`src/scmc_map.vh`:
```
`ifndef SCMC_MAP_VH
`define SCMC_MAP_VH

// ****************************************************************
// Register offsets (15-bit SPI address space)
// ****************************************************************
`define SCMC_OFS_MOD_CTL      15'h002b
`define SCMC_OFS_LEVEL_CFG    15'h002c
`define SCMC_OFS_BAND_DIV     15'h0030
`define SCMC_OFS_CAL_TMO_LO   15'h0031
`define SCMC_OFS_ADC_TMO_HI   15'h0032
`define SCMC_OFS_RDBK_LOCK    15'h0033
`define SCMC_OFS_FSM_TEST     15'h0034
`define SCMC_OFS_ADC_DIV      15'h0035
`define SCMC_OFS_PUMP_ADJ     15'h0036
`define SCMC_OFS_MAN_BAND     15'h0037
`define SCMC_OFS_MAN_CORE     15'h0038
`define SCMC_OFS_TEST_TUNE    15'h0039
`define SCMC_OFS_ADC_OFFSET   15'h003a
`define SCMC_OFS_PUMP_TEST    15'h003e
`define SCMC_OFS_RDBK_LO      15'h006e
`define SCMC_OFS_RDBK_HI      15'h006f
`define SCMC_OFS_ADC_PWR      15'h0073
`define SCMC_OFS_LOCK_RDBK    15'h007c
`define SCMC_OFS_RF_PWR       15'h0100
`define SCMC_OFS_MIX_EN       15'h0101
`define SCMC_OFS_IF_OVR       15'h0102
`define SCMC_OFS_MIXER_BASE   15'h0100

// ****************************************************************
// Register reset values and the test-tune write mask
// ****************************************************************
`define SCMC_RST_ZERO         8'h00
`define SCMC_RST_RF_PWR       8'h03
`define SCMC_RST_MIX_EN       8'h7f
`define SCMC_RST_IF_OVR       8'h3f
`define SCMC_MASK_TEST_TUNE   8'h7f

// ****************************************************************
// Field codes and timing counts
// ****************************************************************
`define SCMC_RB_CHECKER       3'h0
`define SCMC_RB_CORE_BAND     3'h1
`define SCMC_RB_ADC_TEMP      3'h5
`define SCMC_TM_NORMAL        3'h0
`define SCMC_TM_CORE_BAND     3'h2
`define SCMC_TM_VOLTAGE       3'h4
`define SCMC_CHECKER_WORD     16'h55aa
`define SCMC_TUNE_BASE_MV     12'h244
`define SCMC_TUNE_STEP_MV     12'h096
`define SCMC_LOCK_NOMINAL     14'h0400
`define SCMC_LOCK_SCALE_SHIFT 5
`define SCMC_ADC_DIV_ADD      10'h002
`define SCMC_FRAME_BITS       5'h18
`define SCMC_HEAD_BITS        5'h10
`define SCMC_NUM_RW           18
`define SCMC_IDX_NONE         5'h1f
`define SCMC_IDX_RDBK_LO      5'h12
`define SCMC_IDX_RDBK_HI      5'h13
`define SCMC_IDX_LOCK         5'h14

`endif

```
`src/scmc_regs.v`:
```
`include "scmc_map.vh"
`default_nettype none

module scmc_regs
(
	input  wire         mclk,
	input  wire         arst_n,
	// SPI port, asynchronous to mclk
	input  wire         spi_sclk,
	input  wire         spi_cs_n,
	input  wire         spi_sdi,
	output reg          spi_sdo,
	output reg          spi_sdo_oe,
	// Page select from the page register, same clock
	input  wire [1:0]   page_select,
	// Integer-word register write strobe, same clock
	input  wire         int_word_update,
	// Lock count code from the lock-detect register, same clock
	input  wire [1:0]   lock_count_code,
	// Analog and PLL status, asynchronous
	input  wire         pfd_clk_in,
	input  wire         lock_state_in,
	input  wire         power_down_mode,
	input  wire [5:0]   osc_status_in,
	input  wire [7:0]   cal_band_in,
	input  wire [3:0]   cal_core_in,
	input  wire [7:0]   adc_temp_in,
	// Synthesizer controls
	output reg          modulator_mask_clear,
	output wire         modulator_powerdown,
	output wire         level_loop_off,
	output reg          band_clock_tick,
	output wire [9:0]   cal_timeout,
	output wire [4:0]   lock_wait_count,
	output wire [4:0]   level_loop_wait,
	output wire         adc_input_tune,
	output wire         conv_fast,
	output wire         conv_continuous,
	output wire         conv_single,
	output wire         adc_on,
	output reg          adc_clock_tick,
	output wire [7:0]   pump_current_trim,
	output wire [7:0]   cal_adc_offset,
	output reg          autocal_run,
	output reg          manual_voltage_on,
	output reg  [7:0]   osc_band_applied,
	output reg  [3:0]   osc_core_applied,
	output reg          osc_test_out,
	output wire [3:0]   tune_target_code,
	output reg  [11:0]  tune_target_mv,
	output wire [1:0]   pump_test_select,
	output reg          pump_tristate,
	output wire         feedback_divider_off,
	output reg  [13:0]  lock_cycles,
	// Mixer and IF controls
	output wire         rf_bias_off,
	output wire [2:0]   if_amp_off,
	output wire         mixer_path_select,
	output wire         if_switch_on,
	output wire         mixer_on,
	output reg          if_detector_active,
	output reg          if_gain_loop_active,
	output wire         if_attenuator_on,
	output wire [2:0]   if_amp_on
);

	// ****************************************************************
	// Register indices and decode
	// ****************************************************************
	localparam [4:0] IX_MOD  = 5'h00;
	localparam [4:0] IX_LVL  = 5'h01;
	localparam [4:0] IX_BDIV = 5'h02;
	localparam [4:0] IX_TLO  = 5'h03;
	localparam [4:0] IX_ADC  = 5'h04;
	localparam [4:0] IX_RBK  = 5'h05;
	localparam [4:0] IX_FSM  = 5'h06;
	localparam [4:0] IX_ADIV = 5'h07;
	localparam [4:0] IX_PADJ = 5'h08;
	localparam [4:0] IX_MBND = 5'h09;
	localparam [4:0] IX_MCOR = 5'h0a;
	localparam [4:0] IX_TST  = 5'h0b;
	localparam [4:0] IX_AOFS = 5'h0c;
	localparam [4:0] IX_PTST = 5'h0d;
	localparam [4:0] IX_PWR  = 5'h0e;
	localparam [4:0] IX_RF   = 5'h0f;
	localparam [4:0] IX_MIX  = 5'h10;
	localparam [4:0] IX_IFO  = 5'h11;

	// Address to storage index; unmapped gives the none code
	function [4:0] reg_index;
		input [14:0] a;
		begin
			case (a)
				`SCMC_OFS_MOD_CTL:    reg_index = IX_MOD;
				`SCMC_OFS_LEVEL_CFG:  reg_index = IX_LVL;
				`SCMC_OFS_BAND_DIV:   reg_index = IX_BDIV;
				`SCMC_OFS_CAL_TMO_LO: reg_index = IX_TLO;
				`SCMC_OFS_ADC_TMO_HI: reg_index = IX_ADC;
				`SCMC_OFS_RDBK_LOCK:  reg_index = IX_RBK;
				`SCMC_OFS_FSM_TEST:   reg_index = IX_FSM;
				`SCMC_OFS_ADC_DIV:    reg_index = IX_ADIV;
				`SCMC_OFS_PUMP_ADJ:   reg_index = IX_PADJ;
				`SCMC_OFS_MAN_BAND:   reg_index = IX_MBND;
				`SCMC_OFS_MAN_CORE:   reg_index = IX_MCOR;
				`SCMC_OFS_TEST_TUNE:  reg_index = IX_TST;
				`SCMC_OFS_ADC_OFFSET: reg_index = IX_AOFS;
				`SCMC_OFS_PUMP_TEST:  reg_index = IX_PTST;
				`SCMC_OFS_ADC_PWR:    reg_index = IX_PWR;
				`SCMC_OFS_RF_PWR:     reg_index = IX_RF;
				`SCMC_OFS_MIX_EN:     reg_index = IX_MIX;
				`SCMC_OFS_IF_OVR:     reg_index = IX_IFO;
				`SCMC_OFS_RDBK_LO:    reg_index = `SCMC_IDX_RDBK_LO;
				`SCMC_OFS_RDBK_HI:    reg_index = `SCMC_IDX_RDBK_HI;
				`SCMC_OFS_LOCK_RDBK:  reg_index = `SCMC_IDX_LOCK;
				default:              reg_index = `SCMC_IDX_NONE;
			endcase
		end
	endfunction

	// Reset value of each stored register
	function [7:0] reset_value;
		input [4:0] ix;
		begin
			case (ix)
				IX_RF:   reset_value = `SCMC_RST_RF_PWR;
				IX_MIX:  reset_value = `SCMC_RST_MIX_EN;
				IX_IFO:  reset_value = `SCMC_RST_IF_OVR;
				default: reset_value = `SCMC_RST_ZERO;
			endcase
		end
	endfunction

	// ****************************************************************
	// Input synchronisers
	// ****************************************************************
	localparam SYNC_W = 12;
	wire [SYNC_W-1:0] async_in;
	wire [SYNC_W-1:0] sync_w;

	assign async_in = {osc_status_in, power_down_mode, lock_state_in, pfd_clk_in,
	                   spi_sdi, spi_cs_n, spi_sclk};

	// Two flops per pin; the first stage feeds only the second. The select
	// line resets to its idle high level so no frame seems open after reset
	genvar g;
	generate
		for (g = 0; g < SYNC_W; g = g + 1)
		begin : g_sync
			reg meta_r;
			reg sync_r;
			always @(posedge mclk or negedge arst_n)
			begin
				if (!arst_n)
				begin
					meta_r <= (g == 1);
					sync_r <= (g == 1);
				end
				else
				begin
					meta_r <= async_in[g];
					sync_r <= meta_r;
				end
			end
			assign sync_w[g] = sync_r;
		end
	endgenerate

	wire       sclk_s  = sync_w[0];
	wire       cs_n_s  = sync_w[1];
	wire       sdi_s   = sync_w[2];
	wire       pfd_s   = sync_w[3];
	wire       lock_s  = sync_w[4];
	wire       pdm_s   = sync_w[5];
	wire [5:0] stat_s  = sync_w[11:6];

	reg sclk_d_r;
	reg pfd_d_r;
	wire sclk_rise = sclk_s & ~sclk_d_r;
	wire sclk_fall = ~sclk_s & sclk_d_r;
	wire pfd_rise  = pfd_s & ~pfd_d_r;

	// ****************************************************************
	// Register storage
	// ****************************************************************
	reg  [7:0]  mem_r [0:`SCMC_NUM_RW-1];
	reg  [15:0] rdbk_r;
	reg  [4:0]  bit_cnt_r;
	reg  [23:0] shift_in_r;
	reg  [7:0]  shift_out_r;
	reg         read_op_r;
	wire [23:0] frame_now = {shift_in_r[22:0], sdi_s};
	wire [4:0]  wr_ix     = reg_index(frame_now[22:8]);
	wire [14:0] hdr_addr  = frame_now[14:0];
	wire        last_bit  = sclk_rise && (bit_cnt_r == `SCMC_FRAME_BITS - 5'h01);
	wire        head_done = sclk_rise && (bit_cnt_r == `SCMC_HEAD_BITS - 5'h01);
	integer i;

	// Read data for an address, honouring the page in force
	reg  [7:0] rd_data;
	wire [4:0] rd_ix = reg_index(hdr_addr);
	always @*
	begin
		if (rd_ix == `SCMC_IDX_RDBK_LO)
			rd_data = rdbk_r[7:0];
		else if (rd_ix == `SCMC_IDX_RDBK_HI)
			rd_data = rdbk_r[15:8];
		else if (rd_ix == `SCMC_IDX_LOCK)
			rd_data = {7'h00, lock_s};
		else if (rd_ix < `SCMC_NUM_RW)
			rd_data = mem_r[rd_ix];
		else
			rd_data = 8'h00;
		// Wrong page reads as zero
		if ((hdr_addr >= `SCMC_OFS_MIXER_BASE) != (page_select == 2'h1))
			rd_data = 8'h00;
	end

	// Frame engine: R/W bit, 15-bit address, 8 data bits, MSB first
	always @(posedge mclk or negedge arst_n)
	begin
		if (!arst_n)
		begin
			sclk_d_r    <= 1'b0;
			pfd_d_r     <= 1'b0;
			bit_cnt_r   <= 5'h00;
			shift_in_r  <= 24'h000000;
			shift_out_r <= 8'h00;
			read_op_r   <= 1'b0;
			spi_sdo     <= 1'b0;
			spi_sdo_oe  <= 1'b0;
			for (i = 0; i < `SCMC_NUM_RW; i = i + 1)
				mem_r[i] <= reset_value(i[4:0]);
		end
		else
		begin
			sclk_d_r <= sclk_s;
			pfd_d_r  <= pfd_s;
			if (cs_n_s)
			begin
				// Deselect aborts any partial frame
				bit_cnt_r  <= 5'h00;
				read_op_r  <= 1'b0;
				spi_sdo_oe <= 1'b0;
			end
			else
			begin
				if (sclk_rise)
				begin
					shift_in_r <= frame_now;
					bit_cnt_r  <= last_bit ? 5'h00 : bit_cnt_r + 5'h01;
				end
				if (head_done)
				begin
					read_op_r   <= frame_now[15];
					shift_out_r <= rd_data;
				end
				if (sclk_fall && read_op_r)
				begin
					spi_sdo     <= shift_out_r[7];
					shift_out_r <= {shift_out_r[6:0], 1'b0};
					spi_sdo_oe  <= 1'b1;
				end
				if (last_bit)
					read_op_r <= 1'b0;
				// Read-only addresses fall outside the stored range
				if (last_bit && !frame_now[23] && wr_ix < `SCMC_NUM_RW)
				begin
					if (wr_ix == IX_TST)
						mem_r[wr_ix] <= frame_now[7:0] & `SCMC_MASK_TEST_TUNE;
					else
						mem_r[wr_ix] <= frame_now[7:0];
				end
			end
		end
	end

	// ****************************************************************
	// Field outputs straight from the stored bytes
	// ****************************************************************
	assign modulator_powerdown  = mem_r[IX_MOD][0];
	assign level_loop_off       = mem_r[IX_LVL][0];
	assign cal_timeout          = {mem_r[IX_ADC][1:0], mem_r[IX_TLO]};
	assign lock_wait_count      = mem_r[IX_RBK][4:0];
	assign level_loop_wait      = mem_r[IX_FSM][4:0];
	assign adc_input_tune       = mem_r[IX_ADC][7];
	assign conv_fast            = mem_r[IX_ADC][5];
	assign conv_continuous      = mem_r[IX_ADC][4];
	assign conv_single          = mem_r[IX_ADC][3];
	assign adc_on               = mem_r[IX_ADC][2];
	assign pump_current_trim    = mem_r[IX_PADJ];
	assign cal_adc_offset       = mem_r[IX_AOFS];
	assign tune_target_code     = mem_r[IX_TST][3:0];
	assign pump_test_select     = mem_r[IX_PTST][3:2];
	assign feedback_divider_off = mem_r[IX_PWR][1];
	assign rf_bias_off          = mem_r[IX_RF][7];
	assign if_amp_off           = mem_r[IX_RF][5:3];
	assign mixer_path_select    = mem_r[IX_RF][1];
	assign if_switch_on         = mem_r[IX_RF][0];
	assign mixer_on             = mem_r[IX_MIX][3];
	assign if_attenuator_on     = mem_r[IX_IFO][5];
	assign if_amp_on            = mem_r[IX_IFO][3:1];

	// ****************************************************************
	// Clock dividers on the phase-detector rate
	// ****************************************************************
	reg  [7:0] band_cnt_r;
	reg  [9:0] adc_cnt_r;
	wire [7:0] band_div   = (mem_r[IX_BDIV] == 8'h00) ? 8'h01 : mem_r[IX_BDIV];
	wire [9:0] adc_period = {mem_r[IX_ADIV], 2'b00} + `SCMC_ADC_DIV_ADD;
	// ADC enable overrides the clock-disable bit
	wire       adc_clk_run = adc_on | ~mem_r[IX_PWR][2];

	// Divider only sees the phase-detector edge after synchronising, so it
	// is exact only while that rate sits well below half of mclk
	always @(posedge mclk or negedge arst_n)
	begin
		if (!arst_n)
		begin
			band_cnt_r      <= 8'h00;
			adc_cnt_r       <= 10'h000;
			band_clock_tick <= 1'b0;
			adc_clock_tick  <= 1'b0;
		end
		else
		begin
			band_clock_tick <= 1'b0;
			adc_clock_tick  <= 1'b0;
			if (pfd_rise)
			begin
				if (band_cnt_r + 8'h01 >= band_div)
				begin
					band_cnt_r      <= 8'h00;
					band_clock_tick <= 1'b1;
				end
				else
					band_cnt_r <= band_cnt_r + 8'h01;
			end
			if (!adc_clk_run)
				adc_cnt_r <= 10'h000;
			else if (pfd_rise)
			begin
				if (adc_cnt_r + 10'h001 >= adc_period)
				begin
					adc_cnt_r      <= 10'h000;
					adc_clock_tick <= 1'b1;
				end
				else
					adc_cnt_r <= adc_cnt_r + 10'h001;
			end
		end
	end

	// ****************************************************************
	// Derived controls, readback and test routing
	// ****************************************************************
	wire [2:0] test_mode  = mem_r[IX_FSM][7:5];
	wire [2:0] rb_select  = mem_r[IX_RBK][7:5];
	wire [2:0] test_route = mem_r[IX_TST][6:4];
	wire       manual_cb  = (test_mode == `SCMC_TM_CORE_BAND);
	reg  [15:0] rdbk_nxt;
	reg         test_nxt;

	// Readback word selection
	always @*
	begin
		case (rb_select)
			`SCMC_RB_CHECKER:   rdbk_nxt = `SCMC_CHECKER_WORD;
			`SCMC_RB_CORE_BAND: rdbk_nxt = {4'h0, osc_core_applied, osc_band_applied};
			`SCMC_RB_ADC_TEMP:  rdbk_nxt = {8'h00, adc_temp_in};
			default:            rdbk_nxt = 16'h0000;
		endcase
	end

	// Test signal route; codes 3 and 7 drive low
	always @*
	begin
		case (test_route)
			3'h0:    test_nxt = stat_s[0];
			3'h1:    test_nxt = stat_s[1];
			3'h2:    test_nxt = stat_s[2];
			3'h4:    test_nxt = stat_s[3];
			3'h5:    test_nxt = stat_s[4];
			3'h6:    test_nxt = stat_s[5];
			default: test_nxt = 1'b0;
		endcase
	end

	// All derived outputs registered so every port leaves a flop
	always @(posedge mclk or negedge arst_n)
	begin
		if (!arst_n)
		begin
			rdbk_r               <= 16'h0000;
			osc_test_out         <= 1'b0;
			modulator_mask_clear <= 1'b0;
			autocal_run          <= 1'b0;
			manual_voltage_on    <= 1'b0;
			osc_band_applied     <= 8'h00;
			osc_core_applied     <= 4'h0;
			tune_target_mv       <= 12'h000;
			pump_tristate        <= 1'b0;
			lock_cycles          <= 14'h0000;
			if_detector_active   <= 1'b0;
			if_gain_loop_active  <= 1'b0;
		end
		else
		begin
			rdbk_r               <= rdbk_nxt;
			osc_test_out         <= test_nxt;
			modulator_mask_clear <= int_word_update & mem_r[IX_MOD][2];
			autocal_run          <= (test_mode == `SCMC_TM_NORMAL);
			manual_voltage_on    <= (test_mode == `SCMC_TM_VOLTAGE);
			osc_band_applied     <= manual_cb ? mem_r[IX_MBND] : cal_band_in;
			osc_core_applied     <= manual_cb ? mem_r[IX_MCOR][7:4] : cal_core_in;
			tune_target_mv       <= `SCMC_TUNE_BASE_MV
			                        + `SCMC_TUNE_STEP_MV * {8'h00, tune_target_code};
			pump_tristate        <= (pump_test_select == 2'h0);
			lock_cycles          <= mem_r[IX_PWR][0]
			                        ? ((`SCMC_LOCK_NOMINAL << lock_count_code)
			                           >> `SCMC_LOCK_SCALE_SHIFT)
			                        : (`SCMC_LOCK_NOMINAL << lock_count_code);
			// Detector and gain loop, while their mixer-register enable bits are set, run when forced, else in power-down only
			if_detector_active   <= mem_r[IX_MIX][2] & (mem_r[IX_IFO][7] | pdm_s);
			if_gain_loop_active  <= mem_r[IX_MIX][0] & (mem_r[IX_IFO][6] | pdm_s);
		end
	end

endmodule // scmc_regs

`default_nettype wire

```
`config.mk`:
```
export PLATFORM = sky130hd
export DESIGN_NAME = scmc_regs
export DESIGN_NICKNAME = d
export VERILOG_FILES = /design/src/scmc_regs.v
export VERILOG_INCLUDE_DIRS = /design/src
export SDC_FILE = /design/constraint.sdc
export NUM_CORES = 1
export LEC_CHECK = 0
export BUFFER_PORTS_ARGS = -buffer_cell sky130_fd_sc_hd__buf_2
export CORE_UTILIZATION = 45
export CTS_CLUSTER_DIAMETER = 50
export DETAILED_ROUTE_END_ITERATION = 8
export SETUP_SLACK_MARGIN = 0.4
export SYNTH_ARGS = -nofsm -noshare
export SYNTH_HDL_FRONTEND = slang
export SYNTH_SLANG_ARGS = --single-unit
```
`constraint.sdc`:
```
create_clock -name mclk -period 9.3 [get_ports mclk]
set_clock_uncertainty 0.15 [all_clocks]
set_input_delay 0.93 -clock mclk [delete_from_list [all_inputs] [get_ports mclk]]
set_output_delay 0.93 -clock mclk [all_outputs]
set_load 0.005 [all_outputs]
```
== Word level (Yosys, flattened, before mapping) ==
Index checks and enable logic that the tools add are counted.

* Register bits: 290
* Bits in latches: 0
* Bits in writable memories: 0
* Memory bits (read-only): 0
* Input bits: 39
* Output and inout port bits: 110
* Word-level logic and storage cells: 217
* Memories: 0

* Add/subtract/negate cells: 5
* Multiply operators: 1
* Divide/modulo/power cells: 0
* $lt $le $gt $ge: 8
* Eq/ne operators: 60
* Shifts and indexed selects: 1
* Multiplexer cells: 40
* Bitwise gates (word level): 16
* Reduce and logical (&&, ||, !) cells: 20

{| class="wikitable"
|+ Operator list
! kind !! count
|-
| $eq 15x6->1 const B || 28
|-
| $bwmux 144 || 2
|-
| $pmux 5 s21 || 2
|-
| $mux 144 || 1
|-
| $eq 15x7->1 const B || 8
|-
| $mux 8 || 13
|-
| $eq 15x9->1 const B || 6
|-
| $pmux 15 s3 || 1
|-
| $bmux 8 s5 || 1
|-
| $demux 8 s5 || 1
|-
| $mux 10 || 3
|-
| $eq 5x5->1 const B || 4
|-
| $eq 3x3->1 const B || 5
|-
| $ge 15x9->1 const B || 1
|-
| $mux 5 || 3
|-
| $mux 14 || 1
|-
| $shl 11x2->14 const A || 1
|-
| $add 10x12->12 const A || 1
|-
| $ge 6x6->1 const B || 2
|-
| $not 5->6 || 2
|-
| $mul 7x4->11 const A || 1
|-
| $add 10x1->10 const B || 1
|-
| $add 10x2->10 const B || 1
|-
| $eq 5x4->1 const B || 2
|-
| 25 further kinds || 60
|}

== Logic depth before layout (Yosys ltp) ==
Gate-level depths: netlist of the first run.

* Word-level depth: 13
* Gate-level depth with buffers: 14

== Worst setup path after synthesis of the first run ==
Ideal clock, no wire load.

* Path kind: reg-to-reg
* Start: register shift_in_r[10]
* End: register shift_out_r[4]
* Data arrival time: 3.216 ns
* Required time: 9.074 ns
* Setup slack: 5.857 ns
* Stages on the path, launching flop included: 13
* Path buffers: 3
* Period minus slack after synthesis: 3.443 ns
* Cells stage by stage: dfrtp_1 > or4_1 > buf_2 > nand2b_4 > buf_6 > or3_4 > and4_4 > buf_6 > a2bb2oi_4 > nor3_1 > or4_1 > or4_1 > o21ai_1

* Longest elaborated chain between the ends: 13
* Elaborated cells between the ends (all ways): 39
* Classes of those cells: order compare (2); eq/ne (25); mux (11); bitwise (1)

{| class="wikitable"
|+ Ends and longest elaborated chain
! element !! line !! source
|-
| start, declared || scmc_regs.v:188 || <nowiki>reg [23:0] shift_in_r;</nowiki>
|-
| start signal, assigned || scmc_regs.v:249 || <nowiki>shift_in_r <= frame_now;</nowiki>
|-
| $eq 15x7->1 (tied with other cells) || scmc_regs.v:93 || <nowiki>case (a)</nowiki>
|-
| $pmux 5 s21 || scmc_regs.v:93 ||
|-
| $not 5->6 (not written as such) || scmc_regs.v:210 || <nowiki>rd_data = mem_r[rd_ix];</nowiki>
|-
| $bmux 8 s5 || scmc_regs.v:210 ||
|-
| $mux 8 (not written as such) (2 in a row) || scmc_regs.v:210 ||
|-
| $mux 8 || scmc_regs.v:209 || <nowiki>else if (rd_ix < `SCMC_NUM_RW)</nowiki>
|-
| $mux 8 || scmc_regs.v:207 || <nowiki>else if (rd_ix == `SCMC_IDX_LOCK)</nowiki>
|-
| $mux 8 || scmc_regs.v:205 || <nowiki>else if (rd_ix == `SCMC_IDX_RDBK_HI)</nowiki>
|-
| $mux 8 || scmc_regs.v:203 || <nowiki>if (rd_ix == `SCMC_IDX_RDBK_LO)</nowiki>
|-
| $mux 8 * || scmc_regs.v:214 || <nowiki>if ((hdr_addr >= `SCMC_OFS_MIXER_BASE) != (page_select == 2'h1))</nowiki>
|-
| $mux 8 * || scmc_regs.v:252 || <nowiki>if (head_done)</nowiki>
|-
| $mux 8 * || scmc_regs.v:257 || <nowiki>if (sclk_fall && read_op_r)</nowiki>
|-
| end signal, assigned || scmc_regs.v:255 || <nowiki>shift_out_r <= rd_data;</nowiki>
|-
| end signal, assigned || scmc_regs.v:260 || <nowiki>shift_out_r <= {shift_out_r[6:0], 1'b0};</nowiki>
|-
| end, declared || scmc_regs.v:189 || <nowiki>reg [7:0] shift_out_r;</nowiki>
|}

Mark *: on every way between the ends. The rest lies on a longest branch, timed or not. The select of a mux whose other input is x is not followed.
A chain may end at the register's enable or synchronous reset.

== Worst setup path after layout of the first run ==
* Start: register shift_in_r[10]
* End: register shift_out_r[1]

Same word-level chain as after synthesis.

==> run_results.csv, run 1 <==
group,metric,value,unit
run_status,status,"completed",
cts,cts_resized,0,
logic_synthesis,yosysWarnings,0,
cts,max-clock-path-buffers,3,
hold_path,holdCritPathClass,"reg -> reg",
global_route,antenna_found_initial,0,
setup_path,end_kind,"flop",
logic_synthesis,async_flop_share,1.00,
final_layout,drive_gt1_frac,0.293,
drt,drc,0,
drt,drtAntennaViolNets,0,
final_layout,final_common_cell,"dfrtp_1",
global_route,grt_first_pass_wirelength,64500,um
timing,setup_viol,0,
setup_path,slowest_stage,"or4_1",
placed_design,io_buffers,141,
final_layout,diodes,0,
final_layout,n_fill_cell,2886,
cts,clk-insertion-delay-late,510,ps
cts,cts_tree,"built",
flow_run,drv_cap,0,
drt,vias,10774,
pwr,power.density,214,mW/mm^2
logic_synthesis,synth_top_cell_area_share,0.455,
drt,wl,41500,um
cts,h-tree-depth,2,
timing,hold_viol,0,
drt,drt_iter0_drc,634,
cts,ctsHoldBuffers,0,
global_route,overflow,0,
cts,clock_sinks,280,
floorplan,ios,149,
placed_design,hpwl,28900,um
hold_path,hold_depth,0,
global_route,grt_start_max_net_pins,88,
floorplan,start_util,0.458,
placed_design,place.gp.congestion,0.924,
logic_synthesis,yosysSeqAreaShare,0.486,
setup_path,start_kind,"flop",
cts,clockRootBuffer,"clkbuf_16",
timing,fin_setup_tns,0,ps
global_route,grt_pass1_vias,10765,
cts,path_clk_slew,60,ps
setup_path,crit_fanout,15,
floorplan,die_h,181,um
timing,rsz0062_at_grt,"false",
floorplan,core.rowCount,65,
pwr,p_leak,7.83,nW
global_route,gr-usage-all-layers,0.256,
pwr,peakVddDrop,0.135,mV
setup_path,cp.arrival,5000,ps
timing,min_period,4700,ps
drt,firstDrtPassIters,5,
timing,period_share,0.505,
setup_path,cpPeakStageDelay,710,ps
setup_path,required,9600,ps
cts,cts_buffers,37,
timing,slew_headroom,0.236,
logic_synthesis,synthesis.instances,1372,
setup_path,reg2reg_depth,9,
logic_synthesis,synth_top_area_cell,"dfrtp_1",
timing,fmax,213,MHz
cts,postCtsSetupRepairBufs,0,
logic_synthesis,yosys-top-cells-area,"dfrtp_1, mux2_2, dfstp_2, nand2_1, ha_1",
logic_synthesis,synth_edf_count,0,
floorplan,die_area,0.0329,sq mm
drt,routedWlPerCell,22.2,um
setup_path,crit_top_cell,"and3_1",
logic_synthesis,synth_flop_cell,"dfrtp_1",
logic_synthesis,synth_area,0.0145,sq mm
drt,drt-vias-per-instance,5.76,
final_layout,area_delta_synth_final,14.0,%
logic_synthesis,ys_types,84,
final_layout,fin_nets,1515,
final_layout,final_cell_mix,"dfrtp_1, mux2_2, buf_2, nand2_1, nor2_1",
floorplan,die_w,181,um
setup_path,path_cells,"or4_1 > nor2_1 > nand4_1 > and3_1 > and3_1 > o21bai_1 > a22o_1 > a2111oi_0 > o21a_1",
timing,max_slew.worst_pin.slew,1150,ps
logic_synthesis,synth_area_per_cell,10.5,sq um
floorplan,fp.coreArea,0.0316,sq mm
setup_path,criticalPathCategory,"reg -> reg",
final_layout,post-route-util,0.522,
logic_synthesis,ys_ff_latch,280,
timing,slew_viol_final,0,
## worst max-delay path: cells and delay by family (launching register included)
family / cells / cell delay (ps)
DFF: 1 / 520
AOI/OAI and AO/OA: 4 / 1340
and+or+nand+nor: 5 / 2620
## stage by stage
step | std cells | hold WS, ps | total power, W | worst slack, ps | area (sq um)
2_1_floorplan | 1378 | 181 | 0.00173 | 5860 | 14500
3_3_place_gp | 1803 | 182 | 0.00196 | 4880 | 15100
3_5_place_dp | 1803 | 185 | 0.00196 | 4750 | 15100
4_1_cts | 1870 | 202 | 0.00354 | 4750 | 16500
5_1_grt | 1870 | 213 | 0.00366 | 4280 | 16500
6_report | 1870 | 197 | 0.00353 | 4600 | 16500
## area by class of cell
| class | count | area [sq um] | area share |
|---|---|---|---|
| clock buffers | 45 | 1010 | 0.0611 |
| multi-input cells | 922 | 6600 | 0.400 |
| well taps | 402 | 503 | 0.0305 |
| repair buffers | 155 | 821 | 0.0498 |
| flip-flops and latches | 280 | 7030 | 0.426 |
| clock inverters | 22 | 365 | 0.0222 |
| inverters | 44 | 165 | 0.0100 |
## per-layer routing
metal / global-route usage / vias up / share of wire
li1: - / 4963 / -
met1: 0.349 / 5374 / 0.44
met2: 0.404 / 363 / 0.46
met3: 0.0558 / 74 / 0.067
met4: 0.0810 / 0 / 0.028
met5: 0 / - / 0
## cells by family after synthesis
logic type,count (synthesis),synth area share
and+or+nand+nor,390,0.136
DFF,280,0.486
AOI/OAI and AO/OA,265,0.118
muxes,191,0.147
buffers and inverters,176,0.0614
adders and majority gates,36,0.0317
xor gates and xnor gates,33,0.0200
other,1,0.000259
## report_power, final
group | internal (W) | leakage (nW) | switching, W | total [W]
Sequential | 0.00125 | 3.68 | 0.000106 | 0.00136
Clock | 0.00101 | 0.667 | 0.000563 | 0.00157
Combinational | 0.000199 | 3.48 | 0.000403 | 0.000601
Total | 0.00246 | 7.83 | 0.00107 | 0.00353
## path summary, 6_finish.rpt
check                            startpoint                to  slack [ps]
setup / recovery             shift_in_r[10]    shift_out_r[1]        4600
hold / removal             g_sync[2].meta_r  g_sync[2].sync_r         200
setup reg to reg             shift_in_r[10]    shift_out_r[1]        4600
hold reg to reg            g_sync[2].meta_r  g_sync[2].sync_r         200
max in group asynchronous            arst_n         async pin        6700
min in group asynchronous            arst_n    shift_in_r[20]         280
## synth_stat cells (9+ instances only)
cell / number
o22ai_1: 10
nor3b_1: 11
o21a_1: 9
nor4_1: 14
nand2b_1: 15
ha_1: 35
and3_1: 15
or2_2: 12
nor3_1: 35
o31ai_1: 12
nor2b_1: 12
buf_4: 55
nand2_1: 119
a21oi_1: 62
xor2_1: 15
a21o_1: 12
and2_1: 10
clkbuf_1: 65
inv_1: 44
mux2_2: 164
o211ai_1: 9
nor2_1: 79
nand3_1: 24
o21ai_0: 77
dfstp_2: 17
xnor2_1: 18
mux2i_1: 26
dfrtp_1: 263
No activity file was read; power rests on OpenSTA's default activity.
==> run 2: changes to the inputs <==
Clock period 9.3 ns to 4.5 ns, I/O delays scaled along.
==> run_results.csv, run 2 (synthesized netlist as in run 1, its figures left out) <==
group,metric,value,unit
global_route,grt_start_max_net_pins,109,
floorplan,start_util,0.458,
drt,drt-vias-per-instance,5.75,
floorplan,die_h,181,um
setup_path,criticalPathCategory,"reg -> reg",
drt,routedWlPerCell,21.7,um
final_layout,area_delta_synth_final,16.4,%
final_layout,fin_nets,1571,
final_layout,post-route-util,0.534,
drt,drt_iter0_drc,749,
placed_design,io_buffers,141,
setup_path,end_kind,"flop",
timing,fin_setup_tns,0,ps
timing,slew_headroom,0.283,
cts,clock_sinks,280,
floorplan,die_w,181,um
setup_path,required,4760,ps
setup_path,crit_fanout,9,
timing,fmax,256,MHz
timing,slew_viol_final,0,
pwr,power.density,420,mW/mm^2
timing,min_period,3900,ps
timing,rsz0062_at_grt,"false",
global_route,antenna_found_initial,0,
hold_path,holdCritPathClass,"in -> reg",
pwr,p_leak,8.02,nW
hold_path,hold_depth,2,
cts,clockRootBuffer,"clkbuf_16",
global_route,grt_pass1_vias,11060,
setup_path,r2r_start,"shift_in_r[20]",
floorplan,core.rowCount,65,
flow_run,drv_cap,0,
timing,period_share,0.868,
final_layout,n_fill_cell,2823,
global_route,gr-usage-all-layers,0.259,
final_layout,multiInputGateArea,0.00663,sq mm
final_layout,final_common_cell,"dfrtp_1",
timing,hold_viol,0,
final_layout,drive_gt1_frac,0.309,
run_status,status,"completed",
timing,setup_viol,0,
drt,drc,0,
pwr,peakVddDrop,0.332,mV
hold_path,min_to,"osc_band_applied[5]",
global_route,grt_first_pass_wirelength,65500,um
cts,cts_buffers,38,
cts,max-clock-path-buffers,3,
drt,vias,11093,
drt,wl,41800,um
placed_design,hpwl,29800,um
drt,firstDrtPassIters,6,
setup_path,cp.arrival,4160,ps
final_layout,design_area,0.0168,sq mm
global_route,overflow,0,
hold_path,min_from,"cal_band_in[5]",
final_layout,seq_area,0.00703,sq mm
pwr,total_power,0.00706,W
timing,max_slew.worst_pin.slew,1070,ps
floorplan,fp.coreArea,0.0316,sq mm
cts,h-tree-depth,2,
placed_design,placed_cell_area,0.0154,sq mm
placed_design,place.gp.congestion,0.973,
cts,clk-insertion-delay-late,540,ps
floorplan,die_area,0.0329,sq mm
setup_path,ff2ff_setup_slack,600,ps
cts,path_clk_slew,60,ps
timing,fin_hold_ws,12.4,ps
setup_path,start_kind,"flop",
floorplan,ios,149,
final_layout,final_cell_mix,"dfrtp_1, mux2_2, buf_2, nand2_1",
setup_path,reg2reg_depth,8,
final_layout,diodes,0,
cts,cts_tree,"built",
drt,drtAntennaViolNets,0,
## run 2: cell count changes in the layout (fill, tap and decap cells not counted), sizes merged, moves of 2 or more
cell,before,now
buf,155,190
clkbuf,45,51
bufinv,8,0
clkinvlp,2,4
inv,49,51
dlygate4sd3,0,20
## run 2: power breakdown
group / internal (W) / total, W / switching, W
clock network: 0.00168 / 0.00288 / 0.00119
logic: 0.000506 / 0.00143 / 0.000922
registers: 0.00259 / 0.00276 / 0.000172
total: 0.00478 / 0.00706 / 0.00229
## run 2: area by class of cell
cell class                      instances  share of cell area
Clock inverter                         19             0.00981
Inverter                               44             0.00981
Multi-Input combinational cell        922               0.394
Sequential cell                       280               0.417
Clock buffer                           51              0.0624
Tap cell                              402              0.0299
Timing Repair Buffer                  210              0.0770
## run 2: worst max-delay path by stage
stage | startpoint | end | slack (ps) | cells after the start
CTS | shift_in_r[20] | flop | 430 | 8
detailed placement | shift_in_r[11] | flop | 460 | 9
global route | shift_in_r[11] | shift_out_r[1] | 400 | 10
floorplan | shift_in_r[10] | shift_out_r[4] | 1060 | 12
global placement | shift_in_r[20] | flop | 500 | 8
finish | shift_in_r[20] | flop | 600 | 8
## run 2: metal layers
metal	up-vias	part of all wire	wire length, um	GRT usage
li1	5094	-	-	-
met1	5522	0.45	18900	0.362
met2	383	0.46	19200	0.404
met3	94	0.060	2520	0.0458
met4	0	0.029	1230	0.0936
met5	-	0	0	0
## run 2: through the flow
stage | instances | setup WS, ps
after floorplan | 1378 | 1060
after global placement | 1838 | 503
after detailed placement | 1838 | 461
after CTS | 1928 | 430
after global routing | 1928 | 403
final | 1928 | 596
## run 2: worst max-delay path: stages, from the launching register on
cell     delay [ps]
dfrtp_1         390
or4_1           550
or3_1           410
or2_2           360
o41ai_2         480
o21ba_2         260
nor3b_2         320
and2_1          470
mux2_2          390
## run 2: repair_timing
item                                   in CTS  in global routing
setup buffers                               0                  0
gates resized for setup                     0                 11
setup endpoints to repair                   0                 80
endpoints found under the hold margin     117                  0
hold buffers                               20                  0
==> run 3: changes to the inputs <==
--- a/config.mk
+++ b/config.mk
@@ -8,2 +8,3 @@
 export LEC_CHECK = 0
+export ABC_AREA = 1
 export BUFFER_PORTS_ARGS = -buffer_cell sky130_fd_sc_hd__buf_2
==> constraint.sdc (replaced) <==
create_clock -name mclk -period 4.5 [get_ports mclk]
set_clock_uncertainty 0.15 [all_clocks]
set_input_delay 0.675 -clock mclk [delete_from_list [all_inputs] [get_ports mclk]]
set_output_delay 0.675 -clock mclk [all_outputs]
set_load 0.01 [all_outputs]
==> run_results.csv, run 3 <==
group,metric,value,unit
run_status,status,"finished with violations",
run_status,violations,"hold timing",
logic_synthesis,synth_area_per_cell,8.21,sq um
floorplan,die_h,182,um
cts,cts_resized,0,
floorplan,die_area,0.0332,sq mm
placed_design,placed_cell_area,0.0153,sq mm
logic_synthesis,synth.most_common_cell,"nand2_1",
cts,h-tree-depth,2,
setup_path,cpLargestDelayFamily,"simple AND/OR/NAND/NOR gates",
floorplan,start_util,0.460,
drt,drtAntennaViolNets,0,
pwr,p_clk_frac,0.471,
timing,setup_slack,866,ps
pwr,power.internal,0.00481,W
drt,routedWlPerCell,18.4,um
logic_synthesis,ys_types,49,
logic_synthesis,synth_edf_count,0,
drt,vias,11979,
timing,fin_setup_tns,0,ps
timing,setup_viol,0,
setup_path,path_cells,"inv_1 > nor2_1 > nand2_1 > nor2_1 > nand2_1 > nand4_1 > nor2_4 > buf_4 > nand2_4 > inv_1 > nand2_1 > nand2_1 > nand3_1 > a21oi_1 > nand4_1 > nand4_1 > nand2_1 > nand2_1",
setup_path,criticalPathCategory,"reg -> reg",
setup_path,slowest_stage,"dfrtp_2",
flow_run,drv_cap,0,
final_layout,post-route-util,0.523,
placed_design,io_buffers,141,
final_layout,diodes,0,
cts,ctsHoldBuffers,0,
logic_synthesis,yosysSeqAreaShare,0.481,
drt,drt_iter0_drc,1049,
setup_path,end_kind,"flop",
logic_synthesis,yosysWarnings,0,
setup_path,r2r_end,"shift_out_r[0]",
final_layout,design_area,0.0166,sq mm
logic_synthesis,async_flop_share,1.00,
logic_synthesis,synth_top_area_cell,"dfrtp_1",
setup_path,cp.depth,18,
global_route,gr-usage-all-layers,0.264,
timing,slew_headroom,0.277,
floorplan,ios,149,
global_route,grt_start_max_net_pins,95,
pwr,netSwitchingPower,0.00188,W
setup_path,crit_path_end,"shift_out_r[0]",
pwr,peakVddDrop,0.327,mV
setup_path,cp.arrival,3960,ps
setup_path,cpPeakStageDelay,540,ps
final_layout,final_common_cell,"nand2_1",
logic_synthesis,yosys-top-cells-area,"dfrtp_1, nand2_1, inv_1, nand3_1, o21ai_1",
cts,clock_sinks,280,
cts,cts_buffers,38,
timing,max_slew.worst_pin.slew,1070,ps
timing,rsz0062_at_grt,"false",
pwr,power.density,403,mW/mm^2
logic_synthesis,synth_commonest_cells,"nand2_1, dfrtp_1, inv_1, nand3_1, nor2_1",
pwr,p_comb_frac,0.133,
timing,period_share,0.807,
drt,wl,42400,um
timing,hold_viol,4,
setup_path,crit_top_cell,"nand2_1",
final_layout,n_fill_cell,3057,
cts,clk-insertion-delay-late,540,ps
placed_design,place.gp.congestion,0.929,
floorplan,core.rowCount,65,
final_layout,final_cell_mix,"nand2_1, dfrtp_1, inv_1, buf_2, nand3_1",
global_route,overflow,0,
timing,min_period,3630,ps
cts,postCtsSetupRepairBufs,0,
setup_path,ff2ff_setup_slack,870,ps
final_layout,area_delta_synth_final,13.6,%
setup_path,required,4820,ps
setup_path,r2r_start,"shift_in_r[0]",
pwr,p_sw_frac,0.281,
drt,drc,0,
logic_synthesis,synthesis.instances,1779,
final_layout,drive_gt1_frac,0.169,
global_route,grt_pass1_vias,11662,
floorplan,fp.coreArea,0.0317,sq mm
global_route,grt_first_pass_wirelength,66600,um
logic_synthesis,synth_area,0.0146,sq mm
logic_synthesis,synth_top_cell_area_share,0.451,
timing,fmax,275,MHz
timing,slew_viol_final,0,
drt,firstDrtPassIters,5,
cts,cts_tree,"built",
placed_design,hpwl,31500,um
global_route,antenna_found_initial,0,
final_layout,fin_nets,1945,
drt,drt-vias-per-instance,5.21,
timing,fin_hold_ws,-7.82,ps
setup_path,reg2reg_depth,18,
pwr,power_frac_seq,0.395,
hold_path,holdCritPathClass,"in -> async",
setup_path,crit_fanout,31,
logic_synthesis,ys_ff_latch,280,
cts,clockRootBuffer,"clkbuf_16",
cts,path_clk_slew,50,ps
cts,max-clock-path-buffers,3,
setup_path,start_kind,"flop",
floorplan,die_w,182,um
pwr,p_leak,8.26,nW
setup_path,cp.buffers_inverters,3,
logic_synthesis,synth_flop_cell,"dfrtp_1",
placed_design,pre_cts_ws,776,ps
setup_path,crit_start,"shift_in_r[0]",
## run 3: cell count changes in the layout (fill, tap and decap cells not counted), moves of 22 or more
cell	change
nand3_1	+112
buf_4	-27
a21oi_1	-22
nand2_1	+339
o21ai_1	+114
nor2_1	+46
o21ai_0	+28
mux2_2	-159
inv_1	+147
mux2i_1	-26
## run 3: cell families (layout without fill, tap and decap cells)
group | Yosys count | count (layout) | share of synthesized area
fa+ha+maj | 36 | 36 | 0.0314
compound gates | 286 | 286 | 0.104
other cells | 1 | 7 | 0.000257
mux | 5 | 5 | 0.00386
buf+inv | 324 | 437 | 0.108
flops | 280 | 280 | 0.481
xor+xnor | 29 | 29 | 0.0174
simple gates | 818 | 818 | 0.254
## run 3: final cells by class
type | instances | area (sq um) | share of cell area
Clock buffer | 52 | 1110 | 0.0668
Timing Repair Buffer | 165 | 933 | 0.0563
Inverter | 204 | 766 | 0.0462
Tap cell | 402 | 503 | 0.0303
Clock inverter | 16 | 223 | 0.0134
Multi-Input combinational cell | 1181 | 6030 | 0.363
Sequential cell | 280 | 7030 | 0.424
## run 3: stage by stage
| step | hold slack, ps | total power [W] | cells |
|---|---|---|---|
| 2_1_floorplan | 181 | 0.00320 | 1785 |
| 3_3_place_gp | 184 | 0.00358 | 2232 |
| 3_5_place_dp | 185 | 0.00357 | 2232 |
| 4_1_cts | 16.7 | 0.00675 | 2300 |
| 5_1_grt | 45.0 | 0.00695 | 2300 |
| 6_report | -7.82 | 0.00669 | 2300 |
## run 3: metal layers
layer  vias to the layer above  global-route usage  part of all wire
met1                      5693               0.363              0.45
met5                         -                   0                 0
li1                       5836                   -                 -
met3                        73              0.0495             0.063
met2                       377               0.416              0.46
met4                         0              0.0941             0.031
## run 3: worst min path at each step
stage / start / to / slack, ps / cells past startpoint
floorplan: g_sync[0].meta_r / g_sync[0].sync_r / 180 / 0
global placement: g_sync[2].meta_r / g_sync[2].sync_r / 180 / 0
detailed placement: g_sync[7].meta_r / g_sync[7].sync_r / 180 / 0
CTS: arst_n / tune_target_mv[8] / 20 / 1
global route: arst_n / tune_target_mv[6] / 50 / 1
finish: arst_n / tune_target_mv[8] / -8 / 1
## run 3: power groups by stage
stage / Sequential (W) / Combinational, W / Clock [W]
floorplan: 0.00265 / 0.000550 / 0
global placement: 0.00269 / 0.000894 / 0
detailed placement: 0.00269 / 0.000883 / 0
CTS: 0.00265 / 0.000889 / 0.00322
global route: 0.00265 / 0.000979 / 0.00332
finish: 0.00265 / 0.000893 / 0.00315
